[src/verilog/rst_park_params.svh]
// Constants for the reset, park and test strap controller.
// Assumes a 20 MHz system clock; times in nanoseconds.
`ifndef RST_PARK_PARAMS_SVH
`define RST_PARK_PARAMS_SVH
`define CLK_PERIOD_NS 50
`define STRAP_DELAY_NS 1500
`define STRAP_DELAY_CYC (`STRAP_DELAY_NS / `CLK_PERIOD_NS)
`define STRAP_WIDTH 8
`define STRAP_RESET_VAL 8'h00
`define PARK_SYNC_STAGES 2
`endif

[src/verilog/rst_park_pkg.sv]
// Types shared by the reset, park and test strap controller.
// Assumes rst_park_params.svh holds the numeric constants.
package rst_park_pkg;
	typedef enum logic [2:0] {ST_HELD, ST_WAIT, ST_CONFIG, ST_RUN} seq_state_e;
	typedef enum logic [1:0] {PK_IDLE, PK_FAST, PK_DONE} park_state_e;
endpackage

[src/verilog/strap_if.sv]
// Carrier between the sequencer and the strap capture module.
// Assumes a single sys_clk domain.
`timescale 1ns/100ps
interface strap_if #(parameter int W = 8);
	logic sample;
	logic drive;
	logic [W-1:0] mode;
	logic test_mode;
	modport ctrl (output sample, output drive, input mode, input test_mode);
	modport cap (input sample, input drive, output mode, output test_mode);
endinterface

[src/verilog/reset_park_test_strap_ctrl.sv]
// Reset sequencer, fast park control and test strap handling.
// Assumes all inputs synchronous to sys_clk; reset is the synchronous system reset.
`timescale 1ns/100ps
`include "rst_park_params.svh"
module reset_park_test_strap_ctrl import rst_park_pkg::*; #(
	parameter int W = `STRAP_WIDTH,
	parameter int STRAP_CYC = `STRAP_DELAY_CYC
) (
	// Clock and reset
	input wire logic sys_clk,
	input wire logic reset,
	// Partner controls
	input wire logic power_on_reset_n,
	input wire logic fast_park_n,
	input wire logic manufacturing_test_enable,
	input wire logic scan_port_reset_n,
	// Test strap pins
	input wire logic [W-1:0] test_strap_pins_in,
	output logic [W-1:0] test_strap_pins_out,
	output logic [W-1:0] test_strap_pins_oe,
	// Internal test output data
	input wire logic [W-1:0] test_out_data,
	// Status towards the rest of the controller
	output logic config_start,
	output logic running,
	output logic test_mode,
	output logic [W-1:0] test_mode_sel,
	output logic park_request,
	output logic fast_park_active,
	output logic config_fault
);
	strap_if #(.W(W)) sif ();
	seq_state_e seq_r;
	seq_state_e seq_nxt;
	park_state_e park_r;
	park_state_e park_nxt;
	logic por_prev_r;
	logic [15:0] cnt_r;
	logic cfg_start_r;
	logic [W-1:0] pins_out_r;
	logic drive_r;
	logic fault_r;
	logic held;
	logic [15:0] since_rel_r;

	// Reset pin low acts as a held condition; system reset too
	assign held = reset | !power_on_reset_n;

	strap_capture #(.W(W)) u_cap (
		.sys_clk(sys_clk),
		.reset(held),
		.pins_in(test_strap_pins_in),
		.sif(sif)
	);

	// Previous level of the reset pin for edge detection.
	// Cleared to the released level: a pin already high after system
	// reset is no edge, so the pin must be seen low first.
	always_ff @(posedge sys_clk) begin
		if (reset) begin
			por_prev_r <= 1'b1;
		end else begin
			por_prev_r <= power_on_reset_n;
		end
	end

	// Sequencer next state
	always_comb begin
		seq_nxt = seq_r;
		case (seq_r)
			ST_HELD: begin
				if (power_on_reset_n && !por_prev_r) begin
					seq_nxt = ST_WAIT;
				end
			end
			ST_WAIT: begin
				if (cnt_r == 16'(STRAP_CYC - 1)) begin
					seq_nxt = ST_CONFIG;
				end
			end
			ST_CONFIG: seq_nxt = ST_RUN;
			ST_RUN: seq_nxt = ST_RUN;
			default: seq_nxt = ST_HELD;
		endcase
		if (!power_on_reset_n) begin
			seq_nxt = ST_HELD;
		end
	end

	// Sequencer state and delay counter
	always_ff @(posedge sys_clk) begin
		if (reset) begin
			seq_r <= ST_HELD;
			cnt_r <= 16'h0000;
		end else begin
			seq_r <= seq_nxt;
			cnt_r <= (seq_r == ST_WAIT && seq_nxt == ST_WAIT) ? cnt_r + 16'h0001 : 16'h0000;
		end
	end

	// strobe the sample on the last wait cycle
	assign sif.sample = (seq_r == ST_WAIT) && (seq_nxt == ST_CONFIG);
	assign sif.drive = drive_r;

	// Configuration start pulse
	always_ff @(posedge sys_clk) begin
		if (held) begin
			cfg_start_r <= 1'b0;
		end else begin
			cfg_start_r <= power_on_reset_n && !por_prev_r;
		end
	end

	// pins released until sampling is done
	always_ff @(posedge sys_clk) begin
		if (held) begin
			drive_r <= 1'b0;
			pins_out_r <= `STRAP_RESET_VAL;
		end else begin
			drive_r <= drive_r | sif.sample;
			pins_out_r <= test_out_data;
		end
	end

	// park state machine; requires running controller
	always_comb begin
		park_nxt = park_r;
		case (park_r)
			PK_IDLE: if (!fast_park_n && seq_r == ST_RUN) park_nxt = PK_FAST;
			PK_FAST: park_nxt = PK_DONE;
			PK_DONE: if (fast_park_n) park_nxt = PK_IDLE;
			default: park_nxt = PK_IDLE;
		endcase
	end

	// Park state register
	always_ff @(posedge sys_clk) begin
		if (held) begin
			park_r <= PK_IDLE;
		end else begin
			park_r <= park_nxt;
		end
	end

	// scan reset or test enable high flags startup fault; sticky until reset or reset pin low
	always_ff @(posedge sys_clk) begin
		if (held) begin
			fault_r <= 1'b0;
		end else begin
			fault_r <= fault_r | scan_port_reset_n | manufacturing_test_enable;
		end
	end

	assign test_strap_pins_out = drive_r ? pins_out_r : '0;
	assign test_strap_pins_oe = drive_r ? {W{1'b1}} : '0;
	assign config_start = cfg_start_r;
	assign running = (seq_r == ST_RUN) && power_on_reset_n;
	assign test_mode = sif.test_mode;
	assign test_mode_sel = sif.mode;
	assign park_request = (park_r != PK_IDLE) && power_on_reset_n;
	assign fast_park_active = (park_r == PK_FAST) && power_on_reset_n;
	assign config_fault = fault_r;

	// Helper for checks only: cycles since the start edge, saturating.
	// Counting keeps a long strap delay cheap to check.
	always_ff @(posedge sys_clk) begin
		if (held || (seq_r == ST_HELD && por_prev_r)) begin
			since_rel_r <= 16'h0000;
		end else if (since_rel_r != 16'hFFFF) begin
			since_rel_r <= since_rel_r + 16'h0001;
		end
	end
endmodule // reset_park_test_strap_ctrl

[src/verilog/strap_capture.sv]
// Captures the test strap pins once after reset and holds the mode.
// Assumes pins are synchronous to sys_clk and reset is synchronous.
`timescale 1ns/100ps
`include "rst_park_params.svh"
module strap_capture import rst_park_pkg::*; #(
	parameter int W = `STRAP_WIDTH
) (
	// Clock and reset
	input wire logic sys_clk,
	input wire logic reset,
	// Strap pins and control
	input wire logic [W-1:0] pins_in,
	strap_if.cap sif
);
	logic [W-1:0] mode_r;
	logic [W-1:0] mode_nxt;

	always_comb begin
		// Never capture once the pins carry our own drive
		mode_nxt = (sif.sample && !sif.drive) ? pins_in : mode_r;
	end

	// Mode register, cleared only by reset
	always_ff @(posedge sys_clk) begin
		if (reset) begin
			mode_r <= `STRAP_RESET_VAL;
		end else begin
			mode_r <= mode_nxt;
		end
	end

	assign sif.mode = mode_r;
	// any high strap selects test mode
	assign sif.test_mode = |mode_r;
endmodule // strap_capture

[config.mk]
export PLATFORM = sky130hd
export DESIGN_NAME = reset_park_test_strap_ctrl
export DESIGN_NICKNAME = d
export VERILOG_FILES = /design/src/verilog/rst_park_pkg.sv /design/src/verilog/strap_if.sv /design/src/verilog/reset_park_test_strap_ctrl.sv /design/src/verilog/strap_capture.sv
export VERILOG_INCLUDE_DIRS = /design/src /design/src/verilog
export SDC_FILE = /design/constraint.sdc
export NUM_CORES = 1
export LEC_CHECK = 0
export BUFFER_PORTS_ARGS = -buffer_cell sky130_fd_sc_hd__buf_2
export CORE_MARGIN = 2
export CORE_UTILIZATION = 45
export CTS_CLUSTER_SIZE = 10
export DETAILED_ROUTE_END_ITERATION = 6
export GPL_TIMING_DRIVEN = 0
export PLACE_DENSITY = 0.72
export SETUP_SLACK_MARGIN = 0.2
export SLEW_MARGIN = 10
export SYNTH_ARGS = -nofsm -noshare
export SYNTH_HDL_FRONTEND = slang
export SYNTH_SLANG_ARGS = --single-unit
[constraint.sdc]
create_clock -name sys_clk -period 2.1 [get_ports sys_clk]
set_clock_uncertainty 0.2 [all_clocks]
set_input_delay 0.21 -clock sys_clk [delete_from_list [all_inputs] [get_ports sys_clk]]
set_output_delay 0.21 -clock sys_clk [all_outputs]
set_load 0.05 [all_outputs]
# Word-level counts from Yosys, hierarchy flattened
# Cells that the tools add are included.
[classes]
add_sub_neg = 1
n_shift = 0
eq_ne = 10
order_cmp = 0
multipliers = 0
n_reduce_logical = 19
div_mod_pow = 0
bitwise = 5
mux = 9
[op_table]
columns = ["operator", "count"]
rows = [
  ["16-bit by 1-bit adder with 16-bit output (second input constant)", 1],
  ["16-bit by 5-bit equality test with 1-bit output (second input constant)", 1],
  ["8-bit 2-to-1 mux", 2],
  ["3-bit by 2-bit equality test with 1-bit output (second input constant)", 3],
  ["3-bit 2-to-1 mux", 3],
  ["3-bit one-hot mux with 3 select lines", 1],
  ["1-bit logical AND", 8],
  ["8-bit OR reduction", 1],
  ["3-bit by 1-bit equality test with 1-bit output (second input constant)", 2],
  ["2-bit one-hot mux with 3 select lines", 1],
  ["1-bit zero test", 4],
  ["2-bit 2-to-1 mux", 2],
  ["2-bit inequality test (second input constant)", 2],
  ["1-bit OR", 4],
  ["2-bit OR reduction", 2],
  ["3-bit zero test", 1],
  ["2-bit by 1-bit equality test with 1-bit output (second input constant)", 1],
  ["2-bit equality test (second input constant)", 1],
  ["2-bit zero test", 1],
  ["2-bit AND reduction", 1],
  ["2-bit nonzero test", 1],
  ["1-bit inverter", 1],
]
[totals]
ramBits = 0
out_inout_bits = 30
in_bits = 22
latch_bits = 0
mem_count = 0
mem_bits_ro = 0
ff_bits = 41

# Depth between registers and ports, before layout
# Gate-level depths: netlist (run 1).
[depth]
word_depth = 9
mapped_depth = 8
ltp_nobuf = 6

# Modules after synthesis
# A second synthesis (run 1) with hierarchy kept.
[unflattened]
cells_unflattened = 189
hier_area_um2 = 1755.4
[modules_own_cells]
columns = ["mod", "cells_each", "area_each_um2", "n_inst"]
rows = [
  ["reset_park_test_strap_ctrl", 152, 1380.1, 1],
  ["strap_capture", 37, 375.4, 1],
]

# Least setup slack after synthesis (run 1)
# No wires, ideal clock.
[synth_path]
kind = "register to output"
from = "register seq_r[0]"
to = "output running"
setup_slack_ns = 0.095
arrival_ns = 1.595
stages_incl_launch_ff = 3
cell_sequence = "dfxtp_1 -> nand2_1 -> nor3b_1"
[synth_between]
elab_chain_cells = 2
[synth_rtl]
columns = ["element", "line", "text"]
rows = [
  ["start, declared", "reset_park_test_strap_ctrl.sv:33", "seq_state_e seq_r;"],
  ["start signal, assigned", "reset_park_test_strap_ctrl.sv:96", "seq_r <= seq_nxt;"],
  ["3-bit by 2-bit equality test with 1-bit output", "reset_park_test_strap_ctrl.sv:157", "assign running = (seq_r == ST_RUN) && power_on_reset_n;"],
  ["1-bit logical AND", "reset_park_test_strap_ctrl.sv:157", ""],
  ["end, declared", "reset_park_test_strap_ctrl.sv:25", "output logic running,"],
]
# Every way passes these cells.

# Final worst setup path (run 1)
[layout_path]
from = "register cnt_r[1]"
to = "register cnt_r[6]"
[layout_between]
elab_chain_cells = 8
[layout_rtl]
columns = ["element", "line", "text"]
rows = [
  ["start, declared", "reset_park_test_strap_ctrl.sv:38", "logic [15:0] cnt_r;"],
  ["start signal, assigned", "reset_park_test_strap_ctrl.sv:97", "cnt_r <= (seq_r == ST_WAIT && seq_nxt == ST_WAIT) ? cnt_r + 16'h0001 : 16'h0000;"],
  ["16-bit by 5-bit equality test with 1-bit output", "reset_park_test_strap_ctrl.sv:77", "if (cnt_r == 16'(STRAP_CYC - 1)) begin"],
  ["3-bit 2-to-1 mux", "reset_park_test_strap_ctrl.sv:77", ""],
  ["3-bit one-hot mux with 3 select lines", "reset_park_test_strap_ctrl.sv:70", "case (seq_r)"],
  ["3-bit 2-to-1 mux", "reset_park_test_strap_ctrl.sv:85", "if (!power_on_reset_n) begin"],
  ["3-bit by 1-bit equality test with 1-bit output", "reset_park_test_strap_ctrl.sv:97", ""],
  ["1-bit logical AND", "reset_park_test_strap_ctrl.sv:97", ""],
  ["1-bit inverter (no source line)", "-", ""],
  ["2-bit OR reduction (no source line)", "-", ""],
]
# Several ways; a longest one is shown, not always the timed one.
# A chain may end at the register's enable or synchronous reset.

==> results of run 1 <==
[worst max-delay path by stage]
stage / from / end / slack, ns / cells after the start
4_1_cts: cnt_r[1]$_SDFF_PP0_ / cnt_r[15]$_SDFF_PP0_ / 0.20 / 8
6_report: cnt_r[1]$_SDFF_PP0_ / cnt_r[6]$_SDFF_PP0_ / 0.25 / 8
5_1_grt: cnt_r[1]$_SDFF_PP0_ / cnt_r[6]$_SDFF_PP0_ / 0.18 / 8
3_5_place_dp: cnt_r[0]$_SDFF_PP0_ / u_cap.sif.mode[4]$_SDFFE_PP0P_ / -0.003 / 5
3_3_place_gp: cnt_r[0]$_SDFF_PP0_ / u_cap.sif.mode[4]$_SDFFE_PP0P_ / 0.02 / 5
2_1_floorplan: cnt_r[1]$_SDFF_PP0_ / cnt_r[13]$_SDFF_PP0_ / 0.21 / 8
[through the flow]
step	TNS, ns	std cells	setup slack (ns)	hold WS [ns]
2_1_floorplan	0	188	0.211	0.114
3_3_place_gp	0	287	0.0216	0.205
3_5_place_dp	-0.00312	287	-0.00312	0.212
4_1_cts	0	321	0.205	0.109
5_1_grt	0	321	0.179	0.161
6_report	0	321	0.248	0.110
[cells in the final DEF, fill, tap and decap left out, types with 6 or more instances in the layout]
cell           count
dfxtp_1           38
buf_2             52
nor2_1            11
nor3_1             6
a21oi_1           10
o21ai_0            8
nor2_4             9
and2_1            16
nand3_1           14
dlygate4sd3_1     21
buf_4             11
xnor2_1            8
[area by class of cell]
| class | count | area, um2 |
|---|---|---|
| repair buffers | 77 | 536 |
| well taps | 48 | 60.1 |
| clock buffers | 5 | 68.8 |
| fillers | 335 | 1210 |
| plain buffers | 14 | 113 |
| flip-flops and latches | 41 | 830 |
| inverters | 3 | 11.3 |
| clock inverters | 3 | 17.5 |
| multi-input cells | 130 | 898 |
[layer usage]
layer | up-vias | share of wire (%) | GRT usage, %
li1 | 803 | - | -
met1 | 764 | 45 | 22.2
met2 | 42 | 50 | 33.7
met3 | 8 | 4.0 | 4.05
met4 | 0 | 1.6 | 6.89
met5 | - | 0 | 0
[Yosys cell counts (all sizes together), types with 3 or more instances]
master   n
dfxtp   41
nor2    23
and2    16
nand3   14
buf     12
a21oi   10
o21ai    8
xnor2    8
nor4     7
nor3     6
nand2    5
nand4    5
xor2     5
inv      3
o21a     3
[what timing repair did]
| action | in CTS | in global routing |
|---|---|---|
| gates cloned | 1 | 0 |
| hold endpoints to repair | 19 | 0 |
| setup buffers | 4 | 0 |
| gates resized for setup | 8 | 10 |
| endpoints found under the setup margin | 35 | 27 |
| pin swaps | 1 | 1 |
| hold buffers | 21 | 0 |
[report_power, final]
| part | internal (uW) | leakage [uW] | switching, uW |
|---|---|---|---|
| registers | 784 | 0.000335 | 4.21 |
| clock network | 229 | 0.0000439 | 271 |
| logic | 49.5 | 0.000652 | 30.0 |
[cell families after synthesis]
family          after synthesis
simple gates                 90
flops                        41
compound gates               22
buf+inv                      17
xor+xnor                     13
fa+ha+maj                     2
mux                           2
other cells                   1
[registers in the layout, indices dropped and copies added, names as in the netlist]
name            cells
por_prev_r          1
park_r              2
seq_r               3
config_start        1
pins_out_r          8
u_cap.sif.mode      8
cnt_r              16
drive_r             1
config_fault        1
[worst reg2reg max path: cells and delay by family (launching register included)]
family	cells	cell delay, ns
adders and majority gates	1	0.16
buffers and inverters	3	0.31
DFF	1	0.35
and+or+nand+nor	4	0.78
==> flow_metrics.tcl, run 1 <==
set metrics [dict create \
    status "completed" \
    numCtsBuffers 5 \
    dpl-instance-area_mm2 0.00211 \
    drtPass1Iterations 4 \
    grtUsageTotal_pct 19.0 \
    wire_per_inst_um 12.1 \
    grt_start_max_net_pins 14 \
    vias_per_cell 5.04 \
    dieArea_mm2 0.00449 \
    rsz0062_at_grt "false" \
    synth_top_family_by_area "simple AND/OR/NAND/NOR gates" \
    ys_types 39 \
    power_per_cell_area_mw_per_mm2 540 \
    synth_area_mm2 0.00179 \
    yosys_warnings 0 \
    path_class "reg2reg" \
    p_leak_uw 0.00103 \
    crit_fanout 5 \
    layout_min_cycle_time_ns 1.85 \
    cpPeakStageDelay_ns 0.36 \
    max-slew-margin-rel_pct 64.0 \
    endpoint_kind "flip-flop" \
    fmax_mhz 540 \
    nets 296 \
    antenna_found_initial 0 \
    cap_violations 0 \
    yosys.area_share.simple_pct 31.6 \
    ff2ff_setup_slack_ns 0.25 \
    final_hold_viol_count 0 \
    finish.instance_area_mm2 0.00253 \
    final_util_pct 67.7 \
    rows 22 \
    h-tree-depth 2 \
    n_antenna_cell 0 \
    cts_tree "built" \
    netlist_top_cells_area "dfxtp_1, and2_1, nor2_4" \
    tightestPinTransition_ns 0.538 \
    min_to "u_cap.sif.mode[0]$_SDFFE_PP0P_" \
    synth_top_area_share_pct 45.9 \
    clkSinkCount 41 \
    wirelength_um 3890 \
    synth_ff_type "dfxtp_1" \
    min_path_cells 3 \
    cp_data_arrival_time_ns 1.88 \
    drv_slew 0 \
    drive_above_1_share_pct 37.7 \
    path_clk_slew_ns 0.08 \
    grt-ovfl-total 0 \
    min_from "power_on_reset_n" \
    die_w_um 67.0 \
    vias 1617 \
    synth-adder-area-share_pct 1.40 \
    ys_seq_area_share_pct 45.9 \
    grt_first_pass_wirelength_um 6430 \
    p_total_uw 1370 \
    dr.first_iter.drc_count 95 \
    io_buffers 51 \
    cp_top_family "simple AND/OR/NAND/NOR gates" \
    synth_cells 188 \
    crit_buf_inv 3 \
    drc 0 \
    critPathSlowestCell "or3_4" \
    cts_root_buffer "clkbuf_8" \
    gp_congestion 0.772 \
    hpwl_um 2510 \
    post-route-period-util_pct 88.2 \
    cts_buffer_depth 2 \
    async_flop_share_pct 0 \
    clock_latency_ns 0.29 \
    worstPathCellList "inv_2 > ha_2 > nor4b_4 > and4_4 > or3_4 > buf_8 > buf_12 > nor2_2" \
    start_kind "flip-flop" \
    setup_viol 0 \
    synth_edf_count 0 \
    synthToLayoutAreaGrowth_pct 41.7 \
    die_height_um 67.0 \
    muxShareOfSynthArea_pct 1.12 \
    synth_compound_area_share_pct 6.72 \
    postSynthAreaPerCell_um2 9.51 \
    reg2reg_depth 8 \
    synth_fp_nets 212 \
    grt_pass1_vias 1482 \
    required_ns 2.13 \
    r2r-start "cnt_r[1]$_SDFF_PP0_" \
    synthXorXnorAreaFrac_pct 6.37 \
    yosysTopAreaCell "dfxtp_1" \
    synth_seq_cells 41 \
    core_area_mm2 0.00374 \
    worst_r2r_endpoint "cnt_r[6]$_SDFF_PP0_" \
    ir_drop_v 0.000563 \
    antenna_left 0 \
    start_util_pct 47.8 \
    hold_class "in2reg" \
    num_io_pins 52 \
]
Note: power is estimated with default switching activity, not from simulation.
==> inputs of run 2 (changes only) <==
--- a/config.mk
+++ b/config.mk
@@ -13,6 +13,7 @@
 export DETAILED_ROUTE_END_ITERATION = 6
 export GPL_TIMING_DRIVEN = 0
 export PLACE_DENSITY = 0.72
+export REMOVE_ABC_BUFFERS = 1
 export SETUP_SLACK_MARGIN = 0.2
 export SLEW_MARGIN = 10
 export SYNTH_ARGS = -nofsm -noshare
==> run 2 against run 1 <==
Effect of this change:
- die area did not move
- count of clock-buffer cells in the layout unchanged
- worst hold slack improved by 0.11 ns
- global-route usage decreased by 0.19 points
- critical path type unchanged
- cell area shrank 3.4%
- critical path depth decreased by 1
==> flow_metrics.tcl, run 2 (synthesized netlist as in run 1, its figures left out) <==
set metrics [dict create \
    path_class "reg2reg" \
    cap_violations 0 \
    vias_per_cell 5.02 \
    numCtsBuffers 5 \
    final_util_pct 65.4 \
    dpl-instance-area_mm2 0.00200 \
    cts_tree "built" \
    rows 22 \
    setup_viol 0 \
    power_per_cell_area_mw_per_mm2 597 \
    ir_drop_v 0.000403 \
    grt_start_max_net_pins 20 \
    endpoint_kind "flip-flop" \
    h-tree-depth 2 \
    core_area_mm2 0.00374 \
    drc 0 \
    wirelength_um 3850 \
    fmax_mhz 546 \
    synthToLayoutAreaGrowth_pct 36.9 \
    final_hold_viol_count 0 \
    rsz0062_at_grt "false" \
    nets 286 \
    mostFrequentLayoutCells "buf_2, dfxtp_1, dlygate4sd3_1, and2_1, nand3_1" \
    grt_first_pass_wirelength_um 6330 \
    cts_root_buffer "clkbuf_8" \
    hpwl_um 2410 \
    antenna_left 0 \
    finish.instance_area_mm2 0.00245 \
    wire_per_inst_um 12.4 \
    required_ns 2.13 \
    hold_class "in2reg" \
    p_leak_uw 0.000979 \
    largest_reg_flops 16 \
    crit_fanout 5 \
    drv_slew 0 \
    io_buffers 51 \
    die_w_um 67.0 \
    drive_above_1_share_pct 34.7 \
    layout_min_cycle_time_ns 1.83 \
    antenna_found_initial 0 \
    fin_hold_ws_ns 0.223 \
    dr.first_iter.drc_count 93 \
    n_antenna_cell 0 \
    tightestPinTransition_ns 0.521 \
    die_height_um 67.0 \
    drtPass1Iterations 4 \
    num_io_pins 52 \
    max-slew-margin-rel_pct 65.2 \
    dieArea_mm2 0.00449 \
    final_common_cell "buf_2" \
    start_kind "flip-flop" \
    largest_register "cnt_r" \
    gp_congestion 0.770 \
    clock_latency_ns 0.29 \
    grt_pass1_vias 1467 \
    status "completed" \
    cts_buffer_depth 2 \
    start_util_pct 47.8 \
    vias 1557 \
    p_total_uw 1460 \
    clkSinkCount 41 \
    path_clk_slew_ns 0.07 \
    grtUsageTotal_pct 18.8 \
    cp_data_arrival_time_ns 1.86 \
    post-route-period-util_pct 87.2 \
    grt-ovfl-total 0 \
]
[run 2: changes by cell type in the layout (fill, tap and decap cells not counted), moves of 2 or more]
cell	previous run	this run
nor4_1	5	7
nor4_2	2	0
nor2_2	3	5
buf_4	11	6
[run 2: final cells by class]
class	instances	area (um2)
multi-input cells	130	882
flip-flops and latches	41	828
fillers	323	1300
well taps	48	60.1
repair buffers	81	562
clock inverters	2	35.0
inverters	3	11.3
clock buffers	5	68.8
[run 2: metrics by stage]
stage / TNS (ns) / cells / setup WS (ns)
detailed placement: -12.71 / 273 / -0.794
floorplan: -47.16 / 174 / -2.10
global placement: -10.26 / 273 / -0.674
finish: 0 / 310 / 0.269
global route: 0 / 310 / 0.210
CTS: 0 / 308 / 0.210
[run 2: path summary, 6_finish.rpt]
check                   startpoint                 endpoint  slack (ns)  cells after the start
max reg2reg    cnt_r[1]$_SDFF_PP0_      cnt_r[7]$_SDFF_PP0_        0.27                      7
min reg2reg  por_prev_r$_SDFF_PP1_  config_start$_SDFF_PP0_        0.24                      1
min               power_on_reset_n       drive_r$_SDFF_PP0_        0.22                      3
max            cnt_r[1]$_SDFF_PP0_      cnt_r[7]$_SDFF_PP0_        0.27                      7
[run 2: timing repair]
| action | CTS | global route |
|---|---|---|
| gates resized for setup | 7 | 7 |
| setup endpoints to repair | 27 | 24 |
| hold buffers | 21 | 0 |
| setup buffers | 7 | 2 |
| pin swaps | 2 | 3 |
| hold endpoints to repair | 19 | 0 |
[run 2: layer usage]
metal  wire length, um  GRT usage (%)
met2              1880           32.5
met5                 0              0
met1              1670           21.2
met4                76           10.2
met3               223           4.05
[run 2: power by group]
part	switching (uW)	internal (uW)	leakage [uW]
Sequential	4.28	785	0.000334
Clock	248	345	0.0000540
Combinational	30.2	48.7	0.000591
Total	282	1180	0.000979
[run 2: critical path: stages (launching register included)]
cell     delay (ns)
dfxtp_4        0.34
inv_1          0.04
ha_2           0.16
nor4b_4        0.13
and4_4         0.21
or3_4          0.43
buf_4          0.18
nor2_4         0.08
